$ cat src/verilog/uac_map.svh
`ifndef UAC_MAP_SVH
`define UAC_MAP_SVH

// clock rate in MHz
`define UAC_CLK_MHZ 250
// glitch filter settle time on supply sense and host select, ns
`define UAC_FILT_NS 1000
`define UAC_FILT_CYC ((`UAC_FILT_NS * `UAC_CLK_MHZ + 999) / 1000)
// bus idle time before suspend, us
`define UAC_SUSP_IDLE_US 3000
`define UAC_SUSP_IDLE_CYC (`UAC_SUSP_IDLE_US * `UAC_CLK_MHZ)
// least time suspended before remote wake may be signalled, us
`define UAC_RWAKE_MIN_US 5000
`define UAC_RWAKE_MIN_CYC (`UAC_RWAKE_MIN_US * `UAC_CLK_MHZ)
// length of remote wake signalling, us
`define UAC_RESUME_US 2000
`define UAC_RESUME_CYC (`UAC_RESUME_US * `UAC_CLK_MHZ)
// width of the shared timing counter
`define UAC_CNT_W 21
// width of the glitch filter counter
`define UAC_FCNT_W 8
// serial ports offered by the default profile
`define UAC_ACM_PORTS 3'h6
// no ports in the initial profile
`define UAC_NO_PORTS 3'h0
// data path shape
`define UAC_DATA_W 8
`define UAC_FIFO_DEPTH 8
`define UAC_FIFO_AW 3
// positions in the sensed pin vector
`define UAC_PIN_SUPPLY 0
`define UAC_PIN_HSEL 1
`define UAC_PIN_STRB 2
`define UAC_PIN_DATA 3
`define UAC_PIN_N 4
`define UAC_FILT_N 2

`endif

$ cat src/verilog/uac_pkg.sv
package uac_pkg;

  // attach and power state of the function
  typedef enum logic [1:0] {
    UAC_ST_OFF  = 2'h0,
    UAC_ST_RUN  = 2'h1,
    UAC_ST_SUSP = 2'h2,
    UAC_ST_WAKE = 2'h3
  } uac_state_t;

endpackage : uac_pkg

$ cat src/verilog/uac_attach_ctl.sv
`timescale 1ns/1ps
`include "uac_map.svh"

module uac_fifo #(
  parameter int WIDTH = `UAC_DATA_W,
  parameter int DEPTH = `UAC_FIFO_DEPTH,
  parameter int AW = `UAC_FIFO_AW
) (
  input wire logic clock,
  input wire logic sys_rst,
  input wire logic clear,
  input wire logic [WIDTH-1:0] in_data,
  input wire logic in_valid,
  output logic in_ready,
  output logic [WIDTH-1:0] out_data,
  output logic out_valid,
  input wire logic out_ready
);
  localparam logic [AW:0] FULL_CNT = (AW+1)'(DEPTH);
  localparam logic [AW-1:0] LAST = AW'(DEPTH - 1);

  logic [WIDTH-1:0] mem_q [DEPTH];
  logic [AW-1:0] wr_q;
  logic [AW-1:0] rd_q;
  logic [AW:0] cnt_q;
  logic [AW:0] cnt_d;
  logic push;
  logic pop;

  // handshakes on both sides
  assign push = in_valid & in_ready;
  assign pop = out_valid & out_ready;
  assign out_data = mem_q[rd_q];

  // occupancy after this cycle
  always_comb begin
    cnt_d = cnt_q;
    if (push && !pop) begin
      cnt_d = cnt_q + (AW+1)'(1);
    end else if (pop && !push) begin
      cnt_d = cnt_q - (AW+1)'(1);
    end
  end

  // storage array
  always_ff @(posedge clock) begin
    if (push) begin
      mem_q[wr_q] <= in_data;
    end
  end

  // pointers, count and registered full and empty
  always_ff @(posedge clock) begin
    if (sys_rst || clear) begin
      wr_q <= '0;
      rd_q <= '0;
      cnt_q <= '0;
      in_ready <= 1'b1;
      out_valid <= 1'b0;
    end else begin
      if (push) begin
        wr_q <= (wr_q == LAST) ? '0 : wr_q + AW'(1);
      end
      if (pop) begin
        rd_q <= (rd_q == LAST) ? '0 : rd_q + AW'(1);
      end
      cnt_q <= cnt_d;
      in_ready <= (cnt_d != FULL_CNT);
      out_valid <= (cnt_d != '0);
    end
  end
endmodule : uac_fifo

module uac_attach_ctl #(
  parameter int SUSP_IDLE_CYC = `UAC_SUSP_IDLE_CYC,
  parameter int RWAKE_MIN_CYC = `UAC_RWAKE_MIN_CYC,
  parameter int RESUME_CYC = `UAC_RESUME_CYC
) (
  input wire logic clock,
  input wire logic sys_rst,
  input wire logic bus_supply_sense,
  input wire logic host_select,
  input wire logic interchip_ddr_data_in,
  output logic interchip_ddr_data_out,
  output logic interchip_ddr_data_oe_n,
  input wire logic interchip_strobe_in,
  output logic interchip_strobe_out,
  output logic interchip_strobe_oe_n,
  input wire logic line_activity,
  input wire logic port_disabled,
  input wire logic profile_switch,
  input wire logic remote_wake_allowed,
  input wire logic wake_event,
  input wire logic power_saving_setting,
  input wire logic [`UAC_DATA_W-1:0] user_tx_data,
  input wire logic user_tx_valid,
  output logic user_tx_ready,
  output logic [`UAC_DATA_W-1:0] link_tx_data,
  output logic link_tx_valid,
  input wire logic link_tx_ready,
  output logic usb_enable,
  output logic interchip_mode,
  output logic profile_default,
  output logic [2:0] acm_port_count,
  output logic suspended,
  output logic low_power_idle,
  output logic resume_drive,
  output logic others_power_saving
);
  localparam int CW = `UAC_CNT_W;
  localparam int FW = `UAC_FCNT_W;
  localparam logic [CW-1:0] SUSP_LIM = CW'(SUSP_IDLE_CYC - 1);
  localparam logic [CW-1:0] RWAKE_LIM = CW'(RWAKE_MIN_CYC - 1);
  localparam logic [CW-1:0] RESUME_LIM = CW'(RESUME_CYC - 1);
  localparam logic [FW-1:0] FILT_LIM = FW'(`UAC_FILT_CYC - 1);
  uac_pkg::uac_state_t state_q;
  logic [`UAC_PIN_N-1:0] pin_raw;
  logic [`UAC_PIN_N-1:0] meta_q;
  logic [`UAC_PIN_N-1:0] sync_q;
  logic [`UAC_FILT_N-1:0] filt_q;
  logic [`UAC_FILT_N-1:0] filt_prev_q;
  logic strb_prev_q;
  logic data_prev_q;
  logic [CW-1:0] cnt_q;
  logic wake_pend_q;
  logic activity;
  logic supply_fall;
  logic hsel_fall;
  logic attach_req;
  logic detach;
  logic link_up;
  logic [`UAC_DATA_W-1:0] fifo_data;
  logic fifo_valid;
  logic fifo_pop;
  logic out_free;

  assign pin_raw = {interchip_ddr_data_in, interchip_strobe_in,
                    host_select, bus_supply_sense};

  // two stage synchronisers for every sensed pin
  always_ff @(posedge clock) begin
    if (sys_rst) begin
      meta_q <= '0;
      sync_q <= '0;
    end else begin
      meta_q <= pin_raw;
      sync_q <= meta_q;
    end
  end

  // level filters on supply sense and host select
  generate
    for (genvar i = 0; i < `UAC_FILT_N; i++) begin : g_filt
      logic [FW-1:0] fcnt_q;
      always_ff @(posedge clock) begin
        if (sys_rst) begin
          fcnt_q <= '0;
          filt_q[i] <= 1'b0;
        end else if (sync_q[i] == filt_q[i]) begin
          fcnt_q <= '0;
        end else if (fcnt_q == FILT_LIM) begin
          fcnt_q <= '0;
          filt_q[i] <= sync_q[i];
        end else begin
          fcnt_q <= fcnt_q + FW'(1);
        end
      end
    end
  endgenerate

  // edge history of filtered levels and of the link pins
  always_ff @(posedge clock) begin
    if (sys_rst) begin
      filt_prev_q <= '0;
      strb_prev_q <= 1'b0;
      data_prev_q <= 1'b0;
    end else begin
      filt_prev_q <= filt_q;
      strb_prev_q <= sync_q[`UAC_PIN_STRB];
      data_prev_q <= sync_q[`UAC_PIN_DATA];
    end
  end

  // attach, detach and activity decode
  assign supply_fall = filt_prev_q[`UAC_PIN_SUPPLY] &
                       !filt_q[`UAC_PIN_SUPPLY];
  assign hsel_fall = filt_prev_q[`UAC_PIN_HSEL] & !filt_q[`UAC_PIN_HSEL];
  // inter-chip link is chosen and connected by host select
  assign attach_req = filt_q[`UAC_PIN_SUPPLY] | filt_q[`UAC_PIN_HSEL];
  assign detach = interchip_mode ? hsel_fall : supply_fall;
  // strobe or data transitions mark traffic on the inter-chip link
  assign activity = interchip_mode ?
                    ((sync_q[`UAC_PIN_STRB] ^ strb_prev_q) |
                     (sync_q[`UAC_PIN_DATA] ^ data_prev_q)) :
                    line_activity;

  // main attach and power state machine
  always_ff @(posedge clock) begin
    if (sys_rst) begin
      state_q <= uac_pkg::UAC_ST_OFF;
      cnt_q <= '0;
    end else if (detach && state_q != uac_pkg::UAC_ST_OFF) begin
      state_q <= uac_pkg::UAC_ST_OFF;
      cnt_q <= '0;
    end else begin
      case (state_q)
        uac_pkg::UAC_ST_OFF: begin
          cnt_q <= '0;
          if (attach_req) begin
            state_q <= uac_pkg::UAC_ST_RUN;
          end
        end
        uac_pkg::UAC_ST_RUN: begin
          if (activity && !port_disabled) begin // disabled port wins
            cnt_q <= '0;
          end else if (port_disabled || cnt_q == SUSP_LIM) begin
            state_q <= uac_pkg::UAC_ST_SUSP;
            cnt_q <= '0;
          end else begin
            cnt_q <= cnt_q + CW'(1);
          end
        end
        uac_pkg::UAC_ST_SUSP: begin
          if (activity && !port_disabled) begin
            state_q <= uac_pkg::UAC_ST_RUN;
            cnt_q <= '0;
          end else if (cnt_q != RWAKE_LIM) begin
            cnt_q <= cnt_q + CW'(1);
          end else if (wake_pend_q && remote_wake_allowed) begin
            state_q <= uac_pkg::UAC_ST_WAKE;
            cnt_q <= '0;
          end
        end
        uac_pkg::UAC_ST_WAKE: begin
          if (cnt_q == RESUME_LIM) begin
            state_q <= uac_pkg::UAC_ST_SUSP;
            cnt_q <= RWAKE_LIM;
          end else begin
            cnt_q <= cnt_q + CW'(1);
          end
        end
        default: begin
          state_q <= uac_pkg::UAC_ST_OFF;
          cnt_q <= '0;
        end
      endcase
    end
  end

  // pending internal wake reason; a new event wins over the clear
  always_ff @(posedge clock) begin
    if (sys_rst) begin
      wake_pend_q <= 1'b0;
    end else if (wake_event) begin
      wake_pend_q <= 1'b1;
    end else if (state_q == uac_pkg::UAC_ST_WAKE ||
                 state_q == uac_pkg::UAC_ST_RUN ||
                 state_q == uac_pkg::UAC_ST_OFF) begin
      wake_pend_q <= 1'b0;
    end
  end

  // mode latched on attach, profile kept across suspend
  always_ff @(posedge clock) begin
    if (sys_rst) begin
      interchip_mode <= 1'b0;
      profile_default <= 1'b0;
      acm_port_count <= `UAC_NO_PORTS;
    end else if (state_q == uac_pkg::UAC_ST_OFF) begin
      // supply sense takes precedence when both are present
      interchip_mode <= !filt_q[`UAC_PIN_SUPPLY] &
                        filt_q[`UAC_PIN_HSEL];
      profile_default <= 1'b0;
      acm_port_count <= `UAC_NO_PORTS;
    end else if (profile_switch && state_q == uac_pkg::UAC_ST_RUN) begin
      profile_default <= 1'b1;
      acm_port_count <= `UAC_ACM_PORTS;
    end
  end

  // status outputs
  always_ff @(posedge clock) begin
    if (sys_rst) begin
      usb_enable <= 1'b0;
      suspended <= 1'b0;
      low_power_idle <= 1'b0;
      resume_drive <= 1'b0;
      others_power_saving <= 1'b0;
    end else begin
      usb_enable <= (state_q != uac_pkg::UAC_ST_OFF);
      suspended <= (state_q == uac_pkg::UAC_ST_SUSP) ||
                   (state_q == uac_pkg::UAC_ST_WAKE);
      // never idle while running, whatever the setting says
      low_power_idle <= (state_q == uac_pkg::UAC_ST_SUSP) &&
                        power_saving_setting && !wake_pend_q &&
                        !wake_event && !activity;
      resume_drive <= (state_q == uac_pkg::UAC_ST_WAKE) &&
                      !interchip_mode;
      others_power_saving <= power_saving_setting;
    end
  end

  // inter-chip pins: released except while signalling remote wake in inter-chip mode
  always_ff @(posedge clock) begin
    if (sys_rst) begin
      interchip_ddr_data_out <= 1'b0;
      interchip_ddr_data_oe_n <= 1'b1;
      interchip_strobe_out <= 1'b0;
      interchip_strobe_oe_n <= 1'b1;
    end else begin
      interchip_ddr_data_out <= 1'b1;
      interchip_strobe_out <= 1'b0;
      interchip_ddr_data_oe_n <= !(interchip_mode &&
                                   state_q == uac_pkg::UAC_ST_WAKE);
      interchip_strobe_oe_n <= !(interchip_mode &&
                                 state_q == uac_pkg::UAC_ST_WAKE);
    end
  end

  // data moves only with the default profile and an awake link
  assign link_up = (state_q == uac_pkg::UAC_ST_RUN) && profile_default;
  assign out_free = !link_tx_valid || link_tx_ready;
  assign fifo_pop = fifo_valid && link_up && out_free;

  // buffered transmit stream toward the device link
  uac_fifo #(
    .WIDTH(`UAC_DATA_W),
    .DEPTH(`UAC_FIFO_DEPTH),
    .AW(`UAC_FIFO_AW)
  ) u_tx_fifo (
    .clock(clock),
    .sys_rst(sys_rst),
    .clear(state_q == uac_pkg::UAC_ST_OFF),
    .in_data(user_tx_data),
    .in_valid(user_tx_valid),
    .in_ready(user_tx_ready),
    .out_data(fifo_data),
    .out_valid(fifo_valid),
    .out_ready(fifo_pop)
  );

  // output register toward the high speed device link
  always_ff @(posedge clock) begin
    if (sys_rst || state_q == uac_pkg::UAC_ST_OFF) begin
      link_tx_valid <= 1'b0;
      link_tx_data <= '0;
    end else if (out_free) begin
      link_tx_valid <= fifo_pop;
      if (fifo_pop) begin
        link_tx_data <= fifo_data;
      end
    end
  end
endmodule : uac_attach_ctl

$ cat config.mk
export PLATFORM = sky130hd
export DESIGN_NAME = uac_attach_ctl
export DESIGN_NICKNAME = d
export VERILOG_FILES = /design/src/verilog/uac_pkg.sv /design/src/verilog/uac_attach_ctl.sv
export VERILOG_INCLUDE_DIRS = /design/src /design/src/verilog
export SDC_FILE = /design/constraint.sdc
export NUM_CORES = 1
export LEC_CHECK = 0
export BUFFER_PORTS_ARGS = -buffer_cell sky130_fd_sc_hd__buf_2
export CAP_MARGIN = 20
export CORE_AREA = 4 4 112 114
export DETAILED_ROUTE_END_ITERATION = 12
export DIE_AREA = 0 0 116 118
export GPL_TIMING_DRIVEN = 0
export PLACE_DENSITY = 0.82
export SYNTH_ARGS = -nofsm -noshare
export SYNTH_HDL_FRONTEND = slang
export SYNTH_SLANG_ARGS = --single-unit
$ cat constraint.sdc
create_clock -name clock -period 1.99 [get_ports clock]
set_input_delay 0.0995 -clock clock [delete_from_list [all_inputs] [get_ports clock]]
set_output_delay 0.0995 -clock clock [all_outputs]
set_load 0.02 [all_outputs]
==> results of run 1 <==
==> cell families (layout without fill, tap and decap cells) <==
family	count (synthesis)	in the layout	share of synthesized area (%)
AO/OA/AOI/OAI	55	55	6.10
XOR/XNOR	36	36	5.14
adder cells (fa/ha/maj)	11	11	2.24
buffers and inverters	35	142	2.73
flip-flops	148	148	58.7
multiplexers	29	29	7.99
other	1	2	0.0611
AND/OR/NAND/NOR	199	199	17.0
==> what timing repair did <==
action,in CTS,in global routing
hold buffers,17,0
endpoints found under the setup margin,52,66
endpoints found under the hold margin,73,0
pin swaps,4,25
buffers inserted,2,8
gates resized for setup,18,58
==> worst paths after layout <==
kind / startpoint / to / slack (ns)
worst max register to register: cnt_q[0] / cnt_q[9] / -0.19
worst max-delay path: cnt_q[0] / cnt_q[9] / -0.19
worst min register to register: meta_q[1] / sync_q[1] / 0.46
worst min-delay path: remote_wake_allowed / cnt_q[17] / 0.21
==> tightest hold or removal path, stage by stage <==
cell and delay, ns:
buf_2 0.14, nand2_1 0.12, nand3_1 0.16, a21oi_2 0.07
==> placed cells by master, fill, tap and decap left out, types with 5 or more instances in the layout <==
cell type	Yosys	routed
xor2_1	15	15
nor4_4	0	5
a21oi_2	0	8
a21oi_1	22	14
nand2_1	31	31
buf_4	6	20
edfxtp_1	64	64
clkbuf_16	0	17
a211oi_1	11	11
clkbuf_2	0	6
mux2i_1	13	13
clkbuf_1	11	8
dfxtp_1	84	78
inv_1	10	10
xnor2_1	21	21
mux4_2	16	16
nand3_1	19	18
ha_1	11	10
nor2b_1	14	14
nand4_1	7	7
nor2_1	66	62
dlygate4sd3_1	0	17
nor3_1	16	12
buf_2	5	46
==> power by group through the flow <==
stage	Sequential (µW)	Clock [µW]	Combinational [µW]
2_1_floorplan	3390	0	358
3_3_place_gp	3370	0	523
3_5_place_dp	3370	0	553
4_1_cts	3310	3130	603
5_1_grt	3320	3310	735
6_report	3320	3140	683
==> sequential cells by signal, summed over array words and instances, names as in the netlist, 2 cells and up <==
name,flops
u_tx_fifo.wr_q,3
u_tx_fifo.cnt_q,4
sync_q,4
u_tx_fifo.rd_q,3
state_q,2
filt_q,2
filt_prev_q,2
u_tx_fifo.mem_q,64
link_tx_data,8
meta_q,4
g_filt.fcnt_q,16
cnt_q,21
==> routing by layer <==
| metal | GRT usage, % | vias to the layer above | routed length (µm) |
|---|---|---|---|
| met5 | 0 | - | 0 |
| met4 | 10.2 | 0 | 588 |
| met3 | 5.96 | 58 | 1110 |
| met2 | 32.5 | 262 | 7510 |
| met1 | 26.4 | 2252 | 5940 |
| li1 | - | 2042 | - |
==> final cells by class <==
type | instances | area [µm²]
inverters | 10 | 37.5
clock inverters | 9 | 103
well taps | 143 | 179
plain buffers | 24 | 136
flip-flops and latches | 148 | 3620
fillers | 716 | 3710
multi-input cells | 332 | 2650
repair buffers | 76 | 514
clock buffers | 23 | 473
==> per-stage QoR <==
stage	power [µW]	setup TNS, ns	setup WS (ns)	util, %
2_1_floorplan	3750	0	0.0326	-
3_3_place_gp	3890	-12.07	-0.468	57.3
3_5_place_dp	3930	-4.13	-0.220	57.7
4_1_cts	7050	-1.91	-0.128	65.0
5_1_grt	7370	-3.78	-0.233	67.5
6_report	7140	-2.62	-0.194	67.5
==> summary.txt, run 1 <==
Critical path's largest stage delay: 0.40 ns
Ant. Diodes: 0
Post-detail-place hpwl: 8.74 mm
Overall Global Routing Usage: 20.8%
Post-synth top area share: 31.3%
Endpoint class of the critical path: register
RSZ-0062 raised after global routing: true
Die Y-Extent: 118 µm
Synthesis warning total: 0
Clk root buf: clkbuf_16
Crit path cell chain: ha_2 > and3_1 > nand2_1 > nor4_4 > buf_4 > o21ai_4 > o21ai_2 > buf_6 > a21oi_1
Area leader, netlist: edfxtp_1
Cell with the most instances after synthesis: dfxtp_1
Family with the most delay on the worst path: simple AND/OR/NAND/NOR gates
Synth Register Bits: 148
Routed vias/inst: 6.03
Mapped cell area: 6140 µm²
Pint: 5440 µW
Setup Viol. Count Final: 22
Power density cells: 926 nW/µm²
Detail Route Antenna Nets: 0
Failing checks: negative setup slack
Vias in the first global route: 4434
Die X: 116 µm
Reg clk slew, reported paths: 0.06 ns
Slew headroom: 45.5%
Port bufs: 43
Startpoint class of the critical path: register
GRT overflow: 0
Setup ws final: -0.194 ns
Crit path required time: 2.27 ns
Critical path class: reg2reg
Min Tclk post-route: 2.18 ns
Router iterations before antenna repair: 7
Number of buffers created by CTS: 17
Synth Instances: 514
Hold WS: 0.211 ns
Buf/Inv on CP: 2
Yosys cell types: 60
Final clock skew: 0.00936 ns
Initial DRC count: 469
Initial core utilization: 53.7%
Routability congestion estimate: 0.872
Crit-path slowest cell: dfxtp_2
Via count: 4614
Synth area leaders: edfxtp_1 31%, dfxtp_1 27%, mux4_2 5.9%
Num Clock Sinks: 148
Area Growth Syn to Fin: 25.7%
Sequential-to-total area share from yosys stat: 58.7%
Sequential share of power: 46.5%
Share of cells above drive strength 1: 29.1%
Nets@finish: 642
First-pass GRT wire length: 22.1 mm
Worst path depth: 9
Hold Crit Depth: 4
Total Die Area: 13700 µm²
Most used DFF post-synth: dfxtp_1
Initial antenna violation count: 0
DRC errors left: 0
Worst Max-Slew Pin Slew: 0.814 ns
Net Sw Power: 1700 µW
Placed Area: 6590 µm²
Core area: 11400 µm²
EDFF count, synth: 64
HP Class: in2reg
TritonCTS clock tree: done
Finished Cell Area: 7710 µm²
# H-tree levels: 4
Total wire length: 15.1 mm
Syn_area_per_cell: 11.9 µm²
Largest net degree at the start of global routing: 17
Synth async-reset ratio: 0%
Max Cap Viol: 0
Drt wl/cell: 19.8 µm
CP max FO: 7
Top Ports: 46
Final max-slew violation count: 0
Final period util: 110%
Worst VDD drop: 769 µV
Combinational Power Share: 9.6%
Achievable Freq: 458 MHz
Placed Instances: 707
Clk pwr share: 44.0%
Status: finished, violations left
Fin cells: 765
Sw Ratio: 23.8%
R2R cell count: 9
Most frequent cells after synthesis: 84 x dfxtp_1, 66 x nor2_1, 64 x edfxtp_1
Leakage power: 0.00272 µW
Hold Vio Cnt, Final: 0
# rows: 39
Worst Path Arrival: 2.46 ns
Clock Latency Late Sink: 0.42 ns
CTS max path bufs: 2
(Power assumes the default switching activity.)
==> run 2, diff against run 1 <==
--- a/config.mk
+++ b/config.mk
@@ -11,7 +11,7 @@
 export CORE_AREA = 4 4 112 114
 export DETAILED_ROUTE_END_ITERATION = 12
 export DIE_AREA = 0 0 116 118
-export GPL_TIMING_DRIVEN = 0
+export GPL_TIMING_DRIVEN = 1
 export PLACE_DENSITY = 0.82
 export SYNTH_ARGS = -nofsm -noshare
 export SYNTH_HDL_FRONTEND = slang
==> run 2 against run 1 <==
Net effect:
- the flow still finishes with violations (negative setup slack)
- count of clock-buffer cells in the layout is 6 lower
- die area stayed put
- first-iteration DRC count is 19% lower
- clock skew is 0.0020 ns higher
- sequential share of layout area is 0.74 points higher
- wire length is 9.2% lower
- highest routed layer unchanged
- hold slack worse by 0.12 ns
- sequential power hardly changed
- sequential cell count stayed put
- setup slack better by 0.089 ns
- fmax is 4.3% higher
- largest power group unchanged
- largest cell class unchanged
- critical path type unchanged
==> summary.txt, run 2 (synthesized netlist as in run 1, its figures left out) <==
Nets@finish: 638
Hold Vio Cnt, Final: 0
Most common cell after layout, fill and taps aside: dfxtp_1
First-pass GRT wire length: 21.4 mm
Worst VDD drop: 722 µV
Die Y-Extent: 118 µm
Vias in the first global route: 4422
Worst Max-Slew Pin Slew: 0.657 ns
Final max-slew violation count: 0
Endpoint class of the critical path: register
Failing checks: negative setup slack
Router iterations before antenna repair: 5
Reg clk slew, reported paths: 0.06 ns
Via count: 4451
Share of cells above drive strength 1: 27.8%
# H-tree levels: 4
Utilization after layout: 66.4%
Initial core utilization: 53.7%
Biggest regs: u_tx_fifo.mem_q x64, cnt_q x21, g_filt.fcnt_q x16
Crit path cell chain: or4b_4 > nand2b_4 > nor4_4 > buf_4 > o21ai_4 > o21ai_4 > a21oi_2
DRC errors left: 0
Ant. Diodes: 0
Detail Route Antenna Nets: 0
Port bufs: 43
Top Ports: 46
Setup ws final: -0.104 ns
Max reg flops: 64
R2r setup slk: -0.10 ns
CP max FO: 7
Overall Global Routing Usage: 20.1%
Top reg by flops: u_tx_fifo.mem_q
Initial DRC count: 382
Total Die Area: 13700 µm²
Area Growth Syn to Fin: 23.5%
CP most frequent cell: o21ai_4
Finished Cell Area: 7580 µm²
Min Tclk post-route: 2.09 ns
Multi-input gate area: 2500 µm²
GRT overflow: 0
Final period util: 105%
Die X: 116 µm
TritonCTS clock tree: done
Setup Viol. Count Final: 19
# rows: 39
Slew headroom: 56.0%
Clk root buf: clkbuf_16
Core area: 11400 µm²
Family with the most delay on the worst path: simple AND/OR/NAND/NOR gates
HP Class: in2reg
Critical path class: reg2reg
Crit-path slowest cell: or4b_4
Buf/Inv on CP: 1
Num Clock Sinks: 148
Status: finished, violations left
Number of buffers created by CTS: 17
Commonest cells after routing, fill and taps aside: 81 x dfxtp_1, 64 x edfxtp_1, 62 x nor2_1
Placed Area: 6670 µm²
Crit path required time: 2.28 ns
Worst Path Arrival: 2.39 ns
Power density cells: 928 nW/µm²
Final clock skew: 0.0114 ns
Register area: 3610 µm²
Critical path's largest stage delay: 0.55 ns
Startpoint class of the critical path: register
Drt wl/cell: 18.1 µm
Routed vias/inst: 5.85
CTS max path bufs: 2
Post-detail-place hpwl: 8.34 mm
Leakage power: 0.00264 µW
Achievable Freq: 477 MHz
Initial antenna violation count: 0
Routability congestion estimate: 0.913
Max Cap Viol: 0
RSZ-0062 raised after global routing: true
Total wire length: 13.7 mm
# fillers: 761
Clock Latency Late Sink: 0.43 ns
Largest net degree at the start of global routing: 25
[run 2: cell types whose count changed in the layout (fill, tap and decap cells not counted), moves of 4 or more]
| cell | change |
|---|---|
| buf_6 | -4 |
| buf_4 | +16 |
| clkinvlp_4 | +4 |
| clkbuf_2 | -6 |
| clkbuf_1 | -8 |
| clkinv_4 | +4 |
[run 2: report_power, final]
part	internal, µW	switching, µW
combinational	228	364
clock	1850	1280
sequential	3250	59.7
total	5330	1700
[run 2: through the flow]
step	setup TNS, ns	worst slack (ns)	total power [µW]	instances	hold slack (ns)
after floorplan	0	0.0326	3750	515	0.179
after global placement	0	0.0209	3880	709	0.309
after detailed placement	-0.394	-0.0630	3910	709	0.316
after CTS	-0.0107	-0.0107	7040	757	0.0808
after global routing	-2.74	-0.174	7260	761	0.108
final	-1.33	-0.104	7030	761	0.0943
[run 2: path summary, 6_finish.rpt]
path,from,end,cells past startpoint
min,sys_rst,filt_q[1],2
max,cnt_q[9],cnt_q[3],7
max reg2reg,cnt_q[9],cnt_q[3],7
min reg2reg,meta_q[3],sync_q[3],1
[run 2: per-layer routing]
| layer | track usage, % | wire length [µm] | up-vias |
|---|---|---|---|
| met2 | 32.4 | 6960 | 177 |
| li1 | - | - | 2033 |
| met1 | 25.5 | 5520 | 2194 |
| met5 | 0 | 0 | - |
| met3 | 5.35 | 850 | 47 |
| met4 | 8.34 | 412 | 0 |
[run 2: area by class of cell]
cell class / instances / area share [%]
sequential: 148 / 47.6
multi-input combinational: 332 / 33.0
timing repair buffer: 96 / 8.78
clock buffer: 17 / 5.61
tap: 143 / 2.36
clock inverter: 15 / 2.10
inverter: 10 / 0.495
[run 2: repair_timing]
item	4_1_cts	5_1_grt
setup endpoints to repair	7	23
pin swaps	1	13
endpoints found under the hold margin	72	0
gates cloned	0	0
hold buffers	16	0
resized for setup	4	27
buffers inserted	0	4
==> run 3, diff against run 2 <==
--- a/config.mk
+++ b/config.mk
@@ -6,13 +6,14 @@
 export SDC_FILE = /design/constraint.sdc
 export NUM_CORES = 1
 export LEC_CHECK = 0
+export ABC_AREA = 1
 export BUFFER_PORTS_ARGS = -buffer_cell sky130_fd_sc_hd__buf_2
 export CAP_MARGIN = 20
-export CORE_AREA = 4 4 112 114
+export CORE_AREA = 4 4 114 116
 export DETAILED_ROUTE_END_ITERATION = 12
-export DIE_AREA = 0 0 116 118
+export DIE_AREA = 0 0 118 120
 export GPL_TIMING_DRIVEN = 1
-export PLACE_DENSITY = 0.82
+export PLACE_DENSITY = 0.81
 export SYNTH_ARGS = -nofsm -noshare
 export SYNTH_HDL_FRONTEND = slang
 export SYNTH_SLANG_ARGS = --single-unit
==> run 3 against run 2 <==
Net effect:
- the flow now finishes without violations
- setup slack better by 0.27 ns
- total power down 9.7%
- wire length is 6.1% higher
- final cell count rose by 23%
- cell area shrank 0.86%
- hold slack worse by 0.063 ns
- non-clock buffer count is 18 lower
- synthesized cell count up 37%
- critical endpoint is now cnt_q[20]
- largest power group unchanged
==> summary.txt, run 3 <==
Largest net degree at the start of global routing: 35
Top Ports: 46
Setup ws final: 0.170 ns
Max Cap Viol: 0
Pint: 4980 µW
HP Class: in2reg
Critical path's largest stage delay: 0.38 ns
# H-tree levels: 4
Area leader, netlist: edfxtp_1
GRT overflow: 0
Commonest cells after routing, fill and taps aside: 113 x nor2_1, 97 x nand2_1, 84 x dfxtp_1
Post-synth top area share: 30.2%
Most used DFF post-synth: dfxtp_1
Synth async-reset ratio: 0%
Setup Viol. Count Final: 0
Area Growth Syn to Fin: 17.9%
Net Sw Power: 1380 µW
Routability congestion estimate: 1.00
Crit path cell chain: ha_1 > nand2_1 > nor2_4 > nand3_2 > nor3_2 > nand3_1 > nand3_1 > nand2_1 > a21oi_1
Most common cell after layout, fill and taps aside: nor2_1
Critical path class: reg2reg
Initial antenna violation count: 0
Register area: 3600 µm²
Status: completed
Reg clk slew, reported paths: 0.06 ns
Worst Max-Slew Pin Slew: 0.680 ns
Achievable Freq: 550 MHz
Num Clock Sinks: 148
Combinational Power Share: 2.3%
Crit path required time: 2.35 ns
Cell with the most instances after synthesis: nor2_1
# fillers: 914
Biggest regs: u_tx_fifo.mem_q x64, cnt_q x21, g_filt.fcnt_q x16
Initial core utilization: 53.5%
Sw Ratio: 21.7%
Clk root buf: clkbuf_16
Die Y-Extent: 120 µm
TritonCTS clock tree: done
Setup_tns: 0 ns
Nets@finish: 810
Slew headroom: 54.6%
Clk pwr share: 47.4%
Final clock skew: 0.00870 ns
Buf/Inv on CP: 0
Max reg flops: 64
Most frequent cells after synthesis: 113 x nor2_1, 97 x nand2_1, 84 x dfxtp_1
RSZ-0062 raised after global routing: false
Total Die Area: 14200 µm²
Startpoint class of the critical path: register
Crit-path slowest cell: dfxtp_1
Min Tclk post-route: 1.82 ns
Detail Route Antenna Nets: 0
Port bufs: 43
Worst VDD drop: 876 µV
CP max FO: 5
Core area: 11900 µm²
Clock Latency Late Sink: 0.43 ns
CTS max path bufs: 2
Worst Path Arrival: 2.18 ns
Ant. Diodes: 0
Synth Instances: 705
Pre-CTS setup slack: 0.164 ns
Share of cells above drive strength 1: 15.6%
Hold Vio Cnt, Final: 0
Crit path from: cnt_q[1]
Vias in the first global route: 5161
Yosys cell types: 43
Sequential share of power: 50.3%
Leakage power: 0.00294 µW
# rows: 40
Synth Register Bits: 148
Routed vias/inst: 5.54
HP Start: sys_rst
Power density cells: 845 nW/µm²
Reg2Reg Launch Point: cnt_q[1]
Overall Global Routing Usage: 21.7%
Via count: 5191
Mapped cell area: 6370 µm²
Hold WS: 0.0312 ns
Multi-input gate area: 2370 µm²
Utilization after layout: 63.1%
Post-detail-place hpwl: 9.79 mm
Endpoint class of the critical path: register
Total wire length: 14.6 mm
Sequential-to-total area share from yosys stat: 56.5%
Number of buffers created by CTS: 17
Final period util: 91.4%
Drt wl/cell: 15.6 µm
Synth area leaders: edfxtp_1 30%, dfxtp_1 26%, nor2_1 6.7%
Top reg by flops: u_tx_fifo.mem_q
Syn_area_per_cell: 9.04 µm²
Router iterations before antenna repair: 6
Family with the most delay on the worst path: simple AND/OR/NAND/NOR gates
Initial DRC count: 556
First-pass GRT wire length: 24.4 mm
Die X: 118 µm
DRC errors left: 0
Synthesis warning total: 0
EDFF count, synth: 64
Final max-slew violation count: 0
-- run 3: cell types whose count changed after synthesis, moves of 15 or more --
cell and change:
a21oi_1 +20, inv_1 +55, mux4_2 -16, nand2_1 +66, nand3_1 +22, nor2_1 +47
o21ai_0 +40, xnor2_1 -15
-- run 3: area by class of cell --
| type | count | area share (%) |
|---|---|---|
| flip-flops and latches | 148 | 48.0 |
| multi-input cells | 457 | 31.6 |
| repair buffers | 78 | 6.89 |
| clock buffers | 18 | 5.71 |
| inverters | 75 | 3.75 |
| well taps | 147 | 2.45 |
| clock inverters | 14 | 1.67 |
-- run 3: power groups by stage --
stage	clock network [µW]	logic, µW	registers, µW
2_1_floorplan	0	62.4	3260
3_3_place_gp	0	114	3260
3_5_place_dp	0	119	3260
4_1_cts	3050	144	3200
5_1_grt	3190	163	3200
6_report	3010	145	3200
-- run 3: repair_timing --
item	in CTS	in global routing
hold endpoints to repair	73	0
setup endpoints to repair	0	10
hold buffers	16	0
resized for setup	0	1
setup buffers	0	0
-- run 3: per-layer routing --
metal | GRT usage (%) | vias to the layer above | part of all wire (%)
met5 | 0 | - | 0
met4 | 9.67 | 0 | 2.5
met3 | 5.66 | 35 | 6.6
met2 | 37.3 | 241 | 50
met1 | 25.6 | 2398 | 41
li1 | - | 2517 | -
-- run 3: worst register-to-register path, stage by stage, from the launching register on --
cell and delay [ns]:
dfxtp_1 0.38, ha_1 0.20, nand2_1 0.12, nor2_4 0.19
nand3_2 0.15, nor3_2 0.31, nand3_1 0.12, nand3_1 0.10
nand2_1 0.06, a21oi_1 0.11
-- run 3: logic make-up after synthesis --
| family | Yosys count | share of synthesized area, % |
|---|---|---|
| AO/OA/AOI/OAI | 120 | 10.6 |
| XOR/XNOR | 19 | 2.61 |
| adder cells (fa/ha/maj) | 11 | 2.16 |
| buffers and inverters | 101 | 6.42 |
| flip-flops | 148 | 56.5 |
| other | 1 | 0.0588 |
| AND/OR/NAND/NOR | 305 | 21.6 |
-- run 3: stage by stage --
stage                     cell area (µm²)  total power [µW]  cells
after floorplan                      6380              3330    706
after global placement               6800              3370    889
after detailed placement             6800              3380    889
after CTS                            7510              6390    937
after global routing                 7510              6550    937
final                                7510              6350    937
-- run 3: worst paths after layout --
kind,endpoint,slack [ns],cells past startpoint
max,cnt_q[20],0.17,9
min,meta_q[0],0.03,2
max reg2reg,cnt_q[20],0.17,9
min reg2reg,sync_q[2],0.40,2
